### src/logic/timer1_defs.svh
// register offsets, field positions, reset values for the timer1 block
`ifndef TIMER1_DEFS_SVH
`define TIMER1_DEFS_SVH
`define T1_ADDR_FLAGS 6'h38
`define T1_ADDR_MASK 6'h39
`define T1_ADDR_CMP_D 6'h3a
`define T1_ADDR_DEAD 6'h3b
`define T1_BIT_D 7
`define T1_BIT_A 6
`define T1_BIT_B 5
`define T1_BIT_OVF 2
`define T1_FLAG_MASK 8'he4
`define T1_RST_BYTE 8'h00
`define T1_RST_CMP 10'h000
`define T1_DT_TRUE_HI 7
`define T1_DT_TRUE_LO 4
`define T1_DT_COMP_HI 3
`define T1_DT_COMP_LO 0
`define T1_VEC_A 5'h03
`define T1_VEC_OVF 5'h04
`define T1_VEC_B 5'h09
`define T1_VEC_D 5'h10
`define T1_VEC_NONE 5'h00
`define T1_SYNC_STAGES 1
`endif

### src/logic/timer1_pkg.sv
// types shared by the timer1 compare, interrupt and dead time block
`default_nettype none
package timer1_pkg;
  typedef enum logic [1:0] {
    MODE_NORMAL,
    MODE_FAST_PWM,
    MODE_PFC_PWM,
    MODE_PWM6_DUAL
  } count_mode_t;
  typedef struct packed {
    logic [5:0] addr;
    logic [7:0] wdata;
    logic we;
    logic re;
  } io_req_t;
  typedef struct packed {
    logic [9:0] counter_value;
    logic [9:0] top_value;
    logic [9:0] compare_value_a;
    logic [9:0] compare_value_b;
    logic [1:0] shared_high_bits;
    logic count_step;
    logic prescale_tick;
  } core_in_t;
  typedef struct packed {
    logic irq_ack;
    logic [4:0] ack_vector;
    logic global_irq_en;
  } cpu_in_t;
endpackage
`default_nettype wire

### src/logic/timer1_compare_irq_deadtime.sv
// timer1 compare d channel, match/overflow flags, interrupt mask and dead time
`include "timer1_defs.svh"
`default_nettype none

module timer1_compare_irq_deadtime (
  input wire logic i_core_clk,
  input wire logic i_rstn,
  input wire timer1_pkg::io_req_t i_io,
  input wire timer1_pkg::core_in_t i_core,
  input wire timer1_pkg::count_mode_t i_mode,
  input wire timer1_pkg::cpu_in_t i_cpu,
  input wire logic [2:0] i_wave,
  output logic [7:0] o_io_rdata,
  output logic [9:0] o_compare_value_d,
  output logic o_irq_req,
  output logic [4:0] o_irq_vector,
  output logic [2:0] o_pwm_true,
  output logic [2:0] o_pwm_comp
);

  ////////////////////////////////////////////////////////////////////////////
  // helpers

  // a counted step landing on the value; a bus write to the counter
  // never raises count_step, so it cannot fake a match
  function automatic logic hit(input logic step, input logic [9:0] cnt,
                               input logic [9:0] cmp);
    hit = step && (cnt == cmp);
  endfunction

  // one dead time edge: level held low until the delay has run out
  function automatic logic [4:0] dt_step(input logic lvl, input logic prev,
                                         input logic [3:0] cnt,
                                         input logic [3:0] dly,
                                         input logic tick);
    logic [3:0] c;
    logic rise;
    c = cnt;
    rise = lvl && !prev;
    if (rise) begin
      c = dly;
    end else if (lvl && tick && (c != 4'h0)) begin
      c = c - 4'h1;
    end
    // the output only rises once the loaded delay has run down to zero;
    // a fall goes straight through, which is what opens the dead band
    dt_step = {lvl && (c == 4'h0), c};
  endfunction

  function automatic logic is_write(input timer1_pkg::io_req_t r, input logic [5:0] a);
    is_write = r.we && (r.addr == a);
  endfunction

  // which flag a taken vector owns; any other vector clears nothing
  function automatic logic [7:0] ack_mask(input timer1_pkg::cpu_in_t c);
    ack_mask = `T1_RST_BYTE;
    if (c.irq_ack) begin
      case (c.ack_vector)
        `T1_VEC_D: ack_mask[`T1_BIT_D] = 1'b1;
        `T1_VEC_A: ack_mask[`T1_BIT_A] = 1'b1;
        `T1_VEC_B: ack_mask[`T1_BIT_B] = 1'b1;
        `T1_VEC_OVF: ack_mask[`T1_BIT_OVF] = 1'b1;
        default: ack_mask = `T1_RST_BYTE;
      endcase
    end
  endfunction

  ////////////////////////////////////////////////////////////////////////////
  // register file

  logic [7:0] irq_mask;
  logic [7:0] next_irq_mask;
  logic [9:0] cmp_d;
  logic [9:0] next_cmp_d;
  logic [7:0] dead_time;
  logic [7:0] next_dead_time;
  logic [7:0] rdata;
  logic [7:0] next_rdata;
  logic [7:0] flags;
  logic [7:0] next_flags;

  // interrupt mask: all eight bits stored, only 7, 6, 5 and 2 drive requests
  always_comb begin
    next_irq_mask = irq_mask;
    if (is_write(i_io, `T1_ADDR_MASK)) begin
      next_irq_mask = i_io.wdata;
    end
  end

  always_ff @(posedge i_core_clk) begin
    if (!i_rstn) begin
      irq_mask <= `T1_RST_BYTE;
    end else begin
      irq_mask <= next_irq_mask;
    end
  end

  // compare d value; the upper two bits come from the shared high bits,
  // so software has to load those before the low byte
  always_comb begin
    next_cmp_d = cmp_d;
    if (is_write(i_io, `T1_ADDR_CMP_D)) begin
      // low byte write commits all ten bits at once
      next_cmp_d = {i_core.shared_high_bits, i_io.wdata};
    end
  end

  always_ff @(posedge i_core_clk) begin
    if (!i_rstn) begin
      cmp_d <= `T1_RST_CMP;
    end else begin
      cmp_d <= next_cmp_d;
    end
  end

  // dead time value, one copy for every channel
  always_comb begin
    next_dead_time = dead_time;
    if (is_write(i_io, `T1_ADDR_DEAD)) begin
      next_dead_time = i_io.wdata;
    end
  end

  always_ff @(posedge i_core_clk) begin
    if (!i_rstn) begin
      dead_time <= `T1_RST_BYTE;
    end else begin
      dead_time <= next_dead_time;
    end
  end

  // read data stands until the next read; unmapped reads give zero
  always_comb begin
    next_rdata = rdata;
    if (i_io.re) begin
      case (i_io.addr)
        `T1_ADDR_FLAGS: next_rdata = flags;
        `T1_ADDR_MASK: next_rdata = irq_mask;
        `T1_ADDR_CMP_D: next_rdata = cmp_d[7:0];
        `T1_ADDR_DEAD: next_rdata = dead_time;
        default: next_rdata = `T1_RST_BYTE;
      endcase
    end
  end

  always_ff @(posedge i_core_clk) begin
    if (!i_rstn) begin
      rdata <= `T1_RST_BYTE;
    end else begin
      rdata <= next_rdata;
    end
  end

  ////////////////////////////////////////////////////////////////////////////
  // match and overflow events, one sync stage before the flags

  logic [9:0] prev_count;
  logic [9:0] next_prev_count;
  logic [7:0] evt_sync;
  logic [7:0] next_evt_sync;
  logic [7:0] clr_pend;
  logic [7:0] next_clr_pend;
  logic ovf_evt;
  logic top_wrap;
  logic [7:0] ack_clr;

  always_comb begin
    // top_value match is what wraps the counter; a wrap is top then zero
    top_wrap = i_core.count_step && (i_core.counter_value == 10'h000)
               && (prev_count == i_core.top_value);
    case (i_mode)
      timer1_pkg::MODE_NORMAL, timer1_pkg::MODE_FAST_PWM: begin
        ovf_evt = top_wrap;
      end
      timer1_pkg::MODE_PFC_PWM, timer1_pkg::MODE_PWM6_DUAL: begin
        // dual slope: zero clocked in while running down to bottom
        ovf_evt = i_core.count_step && (i_core.counter_value == 10'h000)
                  && (prev_count != 10'h000);
      end
      default: ovf_evt = 1'b0;
    endcase
    next_prev_count = i_core.count_step ? i_core.counter_value : prev_count;
    next_evt_sync = `T1_RST_BYTE;
    next_evt_sync[`T1_BIT_D] = hit(i_core.count_step, i_core.counter_value, cmp_d);
    next_evt_sync[`T1_BIT_A] = hit(i_core.count_step, i_core.counter_value,
                                   i_core.compare_value_a);
    next_evt_sync[`T1_BIT_B] = hit(i_core.count_step, i_core.counter_value,
                                   i_core.compare_value_b);
    next_evt_sync[`T1_BIT_OVF] = ovf_evt;
    // acknowledge of a taken vector clears its own flag
    ack_clr = ack_mask(i_cpu);
    // written ones wait one sync cycle; writing zero leaves flags alone
    next_clr_pend = is_write(i_io, `T1_ADDR_FLAGS)
                    ? (i_io.wdata & `T1_FLAG_MASK) : `T1_RST_BYTE;
  end

  always_ff @(posedge i_core_clk) begin
    if (!i_rstn) begin
      prev_count <= `T1_RST_CMP;
      evt_sync <= `T1_RST_BYTE;
      clr_pend <= `T1_RST_BYTE;
    end else begin
      prev_count <= next_prev_count;
      evt_sync <= next_evt_sync;
      clr_pend <= next_clr_pend;
    end
  end

  // a synced event beats a clear landing in the same cycle, so an event
  // that arrives while software clears is never lost
  always_comb begin
    next_flags = ((flags & ~(clr_pend | ack_clr)) | evt_sync)
                 & `T1_FLAG_MASK;
  end

  always_ff @(posedge i_core_clk) begin
    if (!i_rstn) begin
      flags <= `T1_RST_BYTE;
    end else begin
      flags <= next_flags;
    end
  end

  ////////////////////////////////////////////////////////////////////////////
  // interrupt request, lowest vector first

  logic irq_req;
  logic next_irq_req;
  logic [4:0] irq_vec;
  logic [4:0] next_irq_vec;
  logic [7:0] live;

  always_comb begin
    live = flags & irq_mask & {8{i_cpu.global_irq_en}};
    next_irq_req = 1'b1;
    if (live[`T1_BIT_A]) begin
      next_irq_vec = `T1_VEC_A;
    end else if (live[`T1_BIT_OVF]) begin
      next_irq_vec = `T1_VEC_OVF;
    end else if (live[`T1_BIT_B]) begin
      next_irq_vec = `T1_VEC_B;
    end else if (live[`T1_BIT_D]) begin
      next_irq_vec = `T1_VEC_D;
    end else begin
      next_irq_vec = `T1_VEC_NONE;
      next_irq_req = 1'b0;
    end
  end

  always_ff @(posedge i_core_clk) begin
    if (!i_rstn) begin
      irq_req <= 1'b0;
      irq_vec <= `T1_VEC_NONE;
    end else begin
      irq_req <= next_irq_req;
      irq_vec <= next_irq_vec;
    end
  end

  ////////////////////////////////////////////////////////////////////////////
  // dead time: every channel shares the same two delays

  logic [2:0] wave_q;
  logic [2:0] next_wave_q;
  logic [3:0] cnt_true [3];
  logic [3:0] next_cnt_true [3];
  logic [3:0] cnt_comp [3];
  logic [3:0] next_cnt_comp [3];
  logic [2:0] pwm_true;
  logic [2:0] next_pwm_true;
  logic [2:0] pwm_comp;
  logic [2:0] next_pwm_comp;

  always_comb begin
    logic [4:0] rt;
    logic [4:0] rc;
    rt = 5'h00;
    rc = 5'h00;
    next_wave_q = i_wave;
    for (int ch = 0; ch < 3; ch++) begin
      rt = dt_step(i_wave[ch], wave_q[ch], cnt_true[ch],
                   dead_time[`T1_DT_TRUE_HI:`T1_DT_TRUE_LO],
                   i_core.prescale_tick);
      rc = dt_step(!i_wave[ch], !wave_q[ch], cnt_comp[ch],
                   dead_time[`T1_DT_COMP_HI:`T1_DT_COMP_LO],
                   i_core.prescale_tick);
      next_pwm_true[ch] = rt[4];
      next_cnt_true[ch] = rt[3:0];
      next_pwm_comp[ch] = rc[4];
      next_cnt_comp[ch] = rc[3:0];
    end
  end

  always_ff @(posedge i_core_clk) begin
    if (!i_rstn) begin
      wave_q <= 3'h0;
      pwm_true <= 3'h0;
      pwm_comp <= 3'h0;
      for (int ch = 0; ch < 3; ch++) begin
        cnt_true[ch] <= 4'h0;
        cnt_comp[ch] <= 4'h0;
      end
    end else begin
      wave_q <= next_wave_q;
      pwm_true <= next_pwm_true;
      pwm_comp <= next_pwm_comp;
      for (int ch = 0; ch < 3; ch++) begin
        cnt_true[ch] <= next_cnt_true[ch];
        cnt_comp[ch] <= next_cnt_comp[ch];
      end
    end
  end

  ////////////////////////////////////////////////////////////////////////////
  // outputs, all from flops

  assign o_io_rdata = rdata;
  assign o_compare_value_d = cmp_d;
  assign o_irq_req = irq_req;
  assign o_irq_vector = irq_vec;
  assign o_pwm_true = pwm_true;
  assign o_pwm_comp = pwm_comp;

endmodule // timer1_compare_irq_deadtime
`default_nettype wire

### config.mk
export PLATFORM = sky130hd
export DESIGN_NAME = timer1_compare_irq_deadtime
export DESIGN_NICKNAME = d
export VERILOG_FILES = /design/src/logic/timer1_pkg.sv /design/src/logic/timer1_compare_irq_deadtime.sv
export VERILOG_INCLUDE_DIRS = /design/src /design/src/logic
export SDC_FILE = /design/constraint.sdc
export NUM_CORES = 1
export LEC_CHECK = 0
export BUFFER_PORTS_ARGS = -buffer_cell sky130_fd_sc_hd__buf_2
export CAP_MARGIN = 10
export CORE_MARGIN = 2
export CORE_UTILIZATION = 55
export DETAILED_ROUTE_END_ITERATION = 12
export HOLD_SLACK_MARGIN = 0.1
export PLACE_DENSITY = 0.8
export SLEW_MARGIN = 0
export SYNTH_ARGS = -nofsm -noshare
export SYNTH_HDL_FRONTEND = slang
export SYNTH_SLANG_ARGS = --single-unit
export TNS_END_PERCENT = 1
### constraint.sdc
create_clock -name i_core_clk -period 1.77 [get_ports i_core_clk]
set_input_delay 0.2655 -clock i_core_clk [delete_from_list [all_inputs] [get_ports i_core_clk]]
set_output_delay 0.2655 -clock i_core_clk [all_outputs]
set_load 0.01 [all_outputs]
==> results.tsv, run 1 <==
stage	metric	value	unit
run_status	status	finished, final reports clean	
finish	commonest cells after routing, fill and taps aside	buf_2, dfxtp_1, nor2_1	
setup_path	WS Path Type	register to register	
sta	setup ws final	0.0566	ns
die	Chip Width	98.0	µm
sta	count of final setup violators	0	
placement	HPWL Detailed	9240	µm
sta	Hold Violations, Final	0	
synth	FFs w/ async S/R, synth	0	
die	Die Height	98.0	µm
setup_path	r2r setup slk	0.06	ns
finish	Finished Cell Area	0.00576	mm²
placement	worst slack, placed	-0.0649	ns
global_route	GRT overflow	0	
sta	Max Transition Viols Final	0	
global_route	vias in the first global route	4377	
setup_path	RR Startpoint	cnt_comp[0][8]	
power_and_ir_drop	Pleak	2.59	nW
sta	Hold Slack	0.155	ns
clock_network	number of buffers created by CTS	9	
synth	yosys warns	0	
setup_path	element type at the critical path end	register	
synth	mapped cell area	0.00486	mm²
setup_path	worst path required time	2.04	ns
flow_run	max-cap viol count	0	
sta	FMAX	584	MHz
min_path	Min-Delay Path Class	primary input to register	
die	die footprint	0.00961	mm²
min_path	Hold Crit Start	i_core[2]	
global_route	largest net degree at the start of global routing	25	
sta	final critical-path share of the clock period	0.968	
sta	max_slew headroom	0.664	
synth	Syn Inst Count	548	
clock_network	CTS Buffer Depth	2	
clock_network	Root Buffer	clkbuf_8	
die	initial core utilization	0.563	
power_and_ir_drop	total chip power	0.00422	W
setup_path	R2R cell count	6	
setup_path	largest fanout on the critical path	5	
drt	per-cell routed wire length	16.4	µm
drt	drt via density	5.91	
synth	number of synthesized flops with an enable pin	0	
drt	DR iter-0 viols	157	
min_path	hold path cells	3	
global_route	first-pass GRT wire length	20400	µm
synth	Net Count, Synth	628	
finish	area grow syn2layout	18.4	%
die	# rows	34	
synth	Post-Syn Area per Cell	8.88	µm²
placement	IO Port Bufs	102	
sta	min Tclk post-route	1.71	ns
setup_path	Critical Path Start Type	register	
synth	Distinct cells, synth	57	
synth	Synth Flop Type	dfxtp_1	
power_and_ir_drop	VDD IR max	0.000509	V
placement	Placed Area	0.00550	mm²
setup_path	Arr. time, crit path	1.98	ns
clock_network	Sink Count	95	
clock_network	clock-pin transition on the worst setup and hold timing paths	0.09	ns
global_route	Total GRT Usage	0.259	
clock_network	H-tree Lvls	3	
die	Top Ports	104	
synth	Seq/Total Area, Yosys	0.391	
clock_network	CTS tree	done	
sta	final setup skew	0.00909	ns
min_path	Hold Path End	o_compare_value_d[8]	
finish	share of cells above drive strength 1	0.255	
power_and_ir_drop	Pwr Density	734	mW/mm²
die	CORE AREA	0.00864	mm²
drt	residual DRC count	0	
drt	Post-DRT Antenna Nets	0	
synth	Yosys reg bits	95	
setup_path	RR Endpoint	o_pwm_comp[2]	
drt	vias	4512	
sta	post-route setup TNS	0	ns
clock_network	Clock Latency Late Sink	0.35	ns
drt	drt first pass iters	5	
drt	Total Wirelength	12500	µm
finish	Layout Nets	731	
finish	leading cell type in the layout, fill and taps excluded	buf_2	
sta	slew of the pin with the lowest slew margin	0.498	ns
global_route	initial antenna violation count	0	
finish	antenna cells	0	
placement	RePlAce Congestion	0.916	
-- cells in the mapped netlist (all sizes together), types with 5 or more instances --
cell / n / area [µm²]
a21oi: 12 / 60.1
a22oi: 6 / 45.0
a31oi: 17 / 106
and2: 23 / 144
buf: 17 / 106
clkbuf: 17 / 65.1
dfxtp: 95 / 1900
ha: 6 / 75.1
inv: 28 / 105
mux2i: 36 / 360
nand2: 19 / 71.3
nand2b: 13 / 81.3
nand3: 21 / 105
nand4: 8 / 56.3
nand4b: 5 / 43.8
nor2: 63 / 236
nor2b: 6 / 37.5
nor3: 7 / 35.0
nor3b: 5 / 37.5
nor4: 18 / 113
o211ai: 6 / 45.0
o21ai: 11 / 55.1
or3: 9 / 56.3
or3b: 5 / 46.3
or4: 6 / 45.0
xnor2: 17 / 149
xor2: 23 / 201
-- report_power, final --
part           leakage (nW)  total [W]  switching, W  internal, W
sequential            0.772    0.00226     0.0000602      0.00220
clock                0.0785    0.00126      0.000721     0.000541
combinational          1.74   0.000701      0.000378     0.000323
total                  2.59    0.00422       0.00116      0.00307
-- area by class of cell --
| class | instances | area [µm²] |
|---|---|---|
| Fill cell | 727 | 2880 |
| Multi-Input combinational cell | 391 | 2760 |
| Sequential cell | 95 | 1900 |
| Timing Repair Buffer | 126 | 691 |
| Clock buffer | 12 | 145 |
| Tap cell | 108 | 135 |
| Inverter | 28 | 105 |
| Clock inverter | 3 | 20.0 |
-- stage by stage --
| step | instances | utilization |
|---|---|---|
| 2_1_floorplan | 548 | - |
| 3_5_place_dp | 746 | 0.637 |
| 4_1_cts | 763 | 0.661 |
| 6_report | 763 | 0.667 |
| 3_3_place_gp | 746 | 0.637 |
| 5_1_grt | 763 | 0.667 |
-- state kept, by name, indices dropped and copies added, names as in the netlist, 4 cells and up --
name,flops
evt_sync,4
prev_count,10
cnt_true,12
irq_mask,8
o_io_rdata,8
o_irq_vector,5
cnt_comp,12
flags,4
o_compare_value_d,10
dead_time,8
clr_pend,4
-- worst max path at each step --
| stage | endpoint | depth (start not counted) | slack, ns | from |
|---|---|---|---|---|
| floorplan | cnt_true[0][9] | 6 | 0.16 | cnt_true[0][8] |
| global placement | o_pwm_true[2] | 6 | 0.09 | cnt_true[0][9] |
| detailed placement | o_pwm_true[2] | 6 | -0.06 | cnt_true[0][9] |
| CTS | o_pwm_true[2] | 6 | 0.01 | cnt_true[0][9] |
| global route | cnt_true[0][1] | 6 | -0.00009 | cnt_true[0][0] |
| finish | o_pwm_comp[2] | 6 | 0.06 | cnt_comp[0][8] |
-- kinds of logic after synthesis --
group,synth area share
and+or+nand+nor,0.243
adders and majority gates,0.0154
xor gates and xnor gates,0.0720
buffers and inverters,0.0568
AOI/OAI and AO/OA,0.120
DFF,0.391
muxes,0.102
-- layer usage --
layer	GRT usage	vias to the layer above	part of all wire
li1	-	2159	-
met1	0.315	2172	0.42
met2	0.466	161	0.51
met3	0.0472	20	0.054
met4	0.0737	0	0.019
met5	0	-	0
-- worst max-delay path, cell delays in order (launching register included) --
cell and delay (ns):
dfxtp_1 0.32, inv_1 0.07, ha_1 0.21, or3b_2 0.48
nand3_1 0.14, nand3_1 0.13, nor4_2 0.27
-- timing repair --
action                     CTS  global route
gates cloned                 0             0
setup endpoints to repair    1             8
pin swaps                    1             4
setup buffers                2             1
resized for setup            5            10
hold buffers                 0             0
(Power assumes the default switching activity.)
==> inputs of run 2 (changes only) <==
Settings changed: BUFFER_PORTS_ARGS -buffer_cell sky130_fd_sc_hd__buf_2 to unset, CORE_UTILIZATION 55 to 63, DONT_BUFFER_PORTS set to 1, GPL_ROUTABILITY_DRIVEN set to 0, PLACE_DENSITY 0.8 to 0.76.
==> results.tsv, run 2 (synthesis gave the netlist of run 1 again) <==
stage	metric	value	unit
clock_network	Clock Latency Late Sink	0.37	ns
clock_network	number of buffers created by CTS	9	
sta	Hold Slack	0.0964	ns
finish	leading cell type in the layout, fill and taps excluded	dfxtp_1	
global_route	Total GRT Usage	0.330	
sta	count of final setup violators	0	
sta	Max Transition Viols Final	0	
clock_network	H-tree Lvls	3	
sta	FMAX	577	MHz
sta	RSZ-0062 raised after global routing	true	
global_route	GRT overflow	0	
flow_run	max-cap viol count	0	
power_and_ir_drop	total chip power	0.00445	W
setup_path	worst path required time	2.04	ns
placement	cell total after placement	628	
setup_path	Arr. time, crit path	2.00	ns
min_path	hold path cells	3	
power_and_ir_drop	Pleak	2.28	nW
placement	worst slack, placed	0.0307	ns
finish	Largest regs	cnt_comp (12), cnt_true (12)	
power_and_ir_drop	Pwr Density	797	mW/mm²
global_route	vias in the first global route	4363	
sta	min Tclk post-route	1.73	ns
clock_network	Root Buffer	clkbuf_8	
setup_path	WS Path Type	register to register	
min_path	Hold Path End	evt_sync[2]	
clock_network	clock-pin transition on the worst setup and hold timing paths	0.11	ns
global_route	GR Util met1	0.407	
setup_path	r2r setup slk	0.04	ns
min_path	Min-Delay Path Class	primary input to register	
sta	setup ws final	0.0375	ns
finish	share of cells above drive strength 1	0.0978	
global_route	first-pass GRT wire length	22000	µm
drt	DR iter-0 viols	380	
drt	residual DRC count	0	
placement	HPWL Detailed	8510	µm
drt	per-cell routed wire length	20.0	µm
global_route	largest net degree at the start of global routing	28	
drt	vias	4374	
drt	Total Wirelength	13700	µm
die	Top Ports	104	
setup_path	element type at the critical path end	register	
sta	max_slew headroom	0.445	
drt	Post-DRT Antenna Nets	0	
setup_path	RR Startpoint	cnt_true[0][9]	
setup_path	R2R cell count	6	
die	Die Height	91.9	µm
sta	final setup skew	0.0129	ns
global_route	GRT busiest layer	met2	
die	initial core utilization	0.639	
finish	Layout Nets	658	
finish	commonest cells after routing, fill and taps aside	dfxtp_1, nor2_1, dlygate4sd3_1	
setup_path	largest fanout on the critical path	4	
global_route	GRT met3 Usage	0.0682	
clock_network	CTS Buffer Depth	2	
sta	slew of the pin with the lowest slew margin	0.830	ns
die	CORE AREA	0.00761	mm²
placement	IO Port Bufs	0	
global_route	M2 GR Usage	0.555	
power_and_ir_drop	VDD IR max	0.000541	V
die	Chip Width	91.9	µm
run_status	status	finished, final reports clean	
sta	Hold Violations, Final	0	
clock_network	Sink Count	95	
drt	drt via density	6.39	
finish	antenna cells	0	
drt	drt first pass iters	5	
finish	area grow syn2layout	14.8	%
global_route	initial antenna violation count	0	
setup_path	Critical Path Start Type	register	
finish	final std cells w/o fill	685	
die	# rows	32	
clock_network	CTS tree	done	
sta	final critical-path share of the clock period	0.979	
min_path	Hold Crit Start	i_core[39]	
die	die footprint	0.00844	mm²
setup_path	RR Endpoint	o_pwm_true[2]	
==> run 2: cell types whose count changed in the layout (fill, tap and decap cells not counted), moves of 2 or more <==
cell,change
inv_6,+4
ha_2,+2
inv_1,+2
dlygate4sd3_1,+40
clkinvlp_4,-2
buf_4,-12
dfxtp_2,+3
inv_2,-2
dfxtp_1,-3
buf_2,-102
clkbuf_1,-2
==> run 2: area by class of cell <==
class	instances	area (µm²)
inverter	28	105
fill	536	2020
clock inverter	7	85.1
tap	102	128
timing repair buffer	53	503
clock buffer	9	124
multi-input combinational	391	2730
sequential	95	1910
==> run 2: timing repair <==
| action | 4_1_cts | 5_1_grt |
|---|---|---|
| hold endpoints to repair | 78 | 0 |
| setup buffers | 0 | 0 |
| endpoints found under the setup margin | 1 | 13 |
| pin swaps | 0 | 2 |
| gates resized for setup | 1 | 13 |
| hold buffers | 41 | 0 |
==> run 2: how the worst max path moves through the flow <==
stage                   start        endpoint  slack (ns)  depth (start not counted)
5_1_grt        cnt_true[0][9]   o_pwm_true[2]       -0.09                          6
3_5_place_dp   cnt_true[0][9]   o_pwm_true[2]        0.03                          6
4_1_cts        cnt_true[0][9]   o_pwm_true[2]        0.02                          6
3_3_place_gp   cnt_true[0][9]   o_pwm_true[2]        0.08                          6
2_1_floorplan  cnt_true[0][8]  cnt_true[0][9]        0.16                          6
6_report       cnt_true[0][9]   o_pwm_true[2]        0.04                          6
==> run 2: power breakdown <==
part / leakage, nW / total, W / switching (W) / internal (W)
Sequential: 0.773 / 0.00228 / 0.0000722 / 0.00220
Combinational: 1.40 / 0.000609 / 0.000295 / 0.000314
Clock: 0.107 / 0.00156 / 0.000876 / 0.000687
==> run 2: worst max-delay path, cell delays in order (launching register included) <==
cell,delay (ns)
dfxtp_2,0.34
inv_1,0.05
ha_2,0.20
or3b_4,0.41
a311oi_2,0.29
a21oi_1,0.08
nor4_1,0.27
==> run 2: routing by layer <==
| metal | vias up | part of all wire | wire length, µm |
|---|---|---|---|
| met5 | - | 0 | 0 |
| met1 | 2088 | 0.40 | 5530 |
| met3 | 42 | 0.075 | 1020 |
| li1 | 2025 | - | - |
| met4 | 0 | 0.036 | 496 |
| met2 | 219 | 0.49 | 6670 |
==> run 2: metrics by stage <==
step | util | instance area [µm²] | TNS [ns]
after floorplan | - | 4860 | 0
after global placement | 0.646 | 4910 | 0
after detailed placement | 0.646 | 4910 | 0
after CTS | 0.728 | 5540 | 0
after global routing | 0.734 | 5580 | -0.0946
final | 0.734 | 5580 | 0
==> inputs of run 3 (changes only) <==
Settings changed: ABC_AREA set to 1, CORE_UTILIZATION 63 to 64, PLACE_DENSITY 0.76 to 0.77.
==> results.tsv, run 3 <==
stage	metric	value	unit
run_status	status	finished, final reports clean	
drt	uppermost layer routed	met4	
synth	Synth Flop Type	dfxtp_1	
sta	Hold Violations, Final	0	
global_route	initial antenna violation count	0	
synth	leading area contributor after synthesis	dfxtp_1	
drt	per-cell routed wire length	15.0	µm
synth	Distinct cells, synth	40	
min_path	Min-Delay Path Class	primary input to register	
global_route	Total GRT Usage	0.310	
drt	met3 WL	1020	µm
global_route	first-pass GRT wire length	20800	µm
clock_network	CTS Buffer Depth	2	
setup_path	largest fanout on the critical path	12	
synth	most frequent cells after synthesis	nand2_1, inv_1, dfxtp_1	
power_and_ir_drop	VDD IR max	0.000395	V
setup_path	Critical Path Start Type	primary input	
placement	HPWL Detailed	9080	µm
sta	slew of the pin with the lowest slew margin	0.430	ns
clock_network	number of buffers created by CTS	9	
placement	Placed Area	0.00495	mm²
clock_network	H-tree Lvls	3	
setup_path	WS Path Type	primary input to register	
finish	Largest regs	cnt_comp (12), cnt_true (12)	
setup_path	element type at the critical path end	register	
finish	area occupied by multi-input gates	0.00250	mm²
sta	FMAX	630	MHz
drt	met1 WL	5290	µm
synth	Net Count, Synth	798	
drt	vias	4764	
finish	antenna cells	0	
sta	count of final setup violators	0	
die	Die Height	91.3	µm
global_route	largest net degree at the start of global routing	41	
clock_network	PostCTS Resize Cnt	0	
setup_path	Arr. time, crit path	1.89	ns
drt	Post-DRT Antenna Nets	0	
drt	residual DRC count	0	
die	Chip Width	91.3	µm
die	initial core utilization	0.665	
die	die footprint	0.00834	mm²
die	CORE AREA	0.00733	mm²
clock_network	Clock Latency Late Sink	0.37	ns
sta	Max Transition Viols Final	0	
synth	Seq/Total Area, Yosys	0.390	
finish	commonest cells after routing, fill and taps aside	nand2_1, inv_1, dfxtp_1	
synth	most common cell in the synthesized netlist	nand2_1	
sta	RSZ-0062 raised after global routing	false	
sta	post-route setup TNS	0	ns
synth	Post-Syn Area per Cell	6.79	µm²
sta	final setup skew	0.0133	ns
drt	drt via density	5.68	
die	Top Ports	104	
die	# rows	31	
finish	area grow syn2layout	9.90	%
power_and_ir_drop	Pleak	2.39	nW
finish	share of cells above drive strength 1	0.0501	
flow_run	max-cap viol count	0	
synth	Yosys reg bits	95	
sta	max_slew headroom	0.712	
sta	final critical-path share of the clock period	0.896	
finish	FILL cells	637	
finish	Layout Nets	814	
synth	FFs w/ async S/R, synth	0	
synth	post-synth top area share	0.390	
synth	Synth area leaders	dfxtp_1, nand2_1, inv_1	
setup_path	worst path required time	2.08	ns
clock_network	CTS tree	done	
clock_network	clock-pin transition on the worst setup and hold timing paths	0.09	ns
synth	number of synthesized flops with an enable pin	0	
finish	sequential cell area	0.00190	mm²
power_and_ir_drop	Pwr Density	804	mW/mm²
global_route	vias in the first global route	4569	
synth	yosys warns	0	
finish	leading cell type in the layout, fill and taps excluded	nand2_1	
finish	Finished Cell Area	0.00536	mm²
clock_network	Sink Count	95	
global_route	GRT overflow	0	
clock_network	Root Buffer	clkbuf_8	
synth	Syn Inst Count	718	
drt	met2 WL	5900	µm
drt	drt first pass iters	5	
drt	DR iter-0 viols	206	
drt	Total Wirelength	12500	µm
placement	IO Port Bufs	0	
sta	min Tclk post-route	1.59	ns
synth	mapped cell area	0.00488	mm²
sta	Hold Slack	0.101	ns
-- run 3: where the power goes --
group          switching [W]  internal (W)
Sequential         0.0000512       0.00220
Combinational       0.000348      0.000229
Clock               0.000776      0.000706
-- run 3: path summary, 6_finish.rpt --
check                  from            end  slack (ns)  cells after the start
max reg2reg  cnt_true[0][4]  o_pwm_true[1]        0.26                      9
min                 i_io[0]  o_io_rdata[6]        0.10                      2
max               i_core[1]  prev_count[4]        0.18                      4
min reg2reg     evt_sync[2]       flags[2]        0.45                      2
-- run 3: timing repair --
item | CTS | global route
hold buffers | 20 | 0
hold endpoints to repair | 55 | 0
setup buffers | 0 | 0
-- run 3: cell type report --
| class | count | area share |
|---|---|---|
| Clock inverter | 5 | 0.0119 |
| Sequential cell | 95 | 0.355 |
| Inverter | 104 | 0.0728 |
| Clock buffer | 11 | 0.0264 |
| Timing Repair Buffer | 22 | 0.0443 |
| Tap cell | 99 | 0.0231 |
| Multi-Input combinational cell | 502 | 0.467 |
-- run 3: worst max-delay path, stage by stage --
cell and delay (ns):
dlygate4sd3_1 0.80, o21ai_0 0.16, a21oi_1 0.12, dlygate4sd3_1 0.55
-- run 3: cell families (layout without fill, tap and decap cells) --
family	count (synthesis)	after routing	share of synthesized area
AO/OA/AOI/OAI	140	140	0.158
XOR/XNOR	17	17	0.0305
adder cells (fa/ha/maj)	6	6	0.0154
buffers and inverters	121	142	0.0972
flip-flops	95	95	0.390
AND/OR/NAND/NOR	339	339	0.309
-- run 3: per-stage QoR --
step	power (W)	std cells	util	setup WS, ns
floorplan	0.00273	718	-	0.484
global placement	0.00279	802	0.675	0.389
global route	0.00451	838	0.731	0.143
CTS	0.00431	838	0.731	0.233
detailed placement	0.00281	802	0.675	0.320
finish	0.00431	838	0.731	0.183
-- run 3: routing by layer --
metal	GRT usage	vias up
li1	-	2363
met1	0.377	2168
met2	0.531	200
met3	0.0680	33
met4	0.124	0
met5	0	-
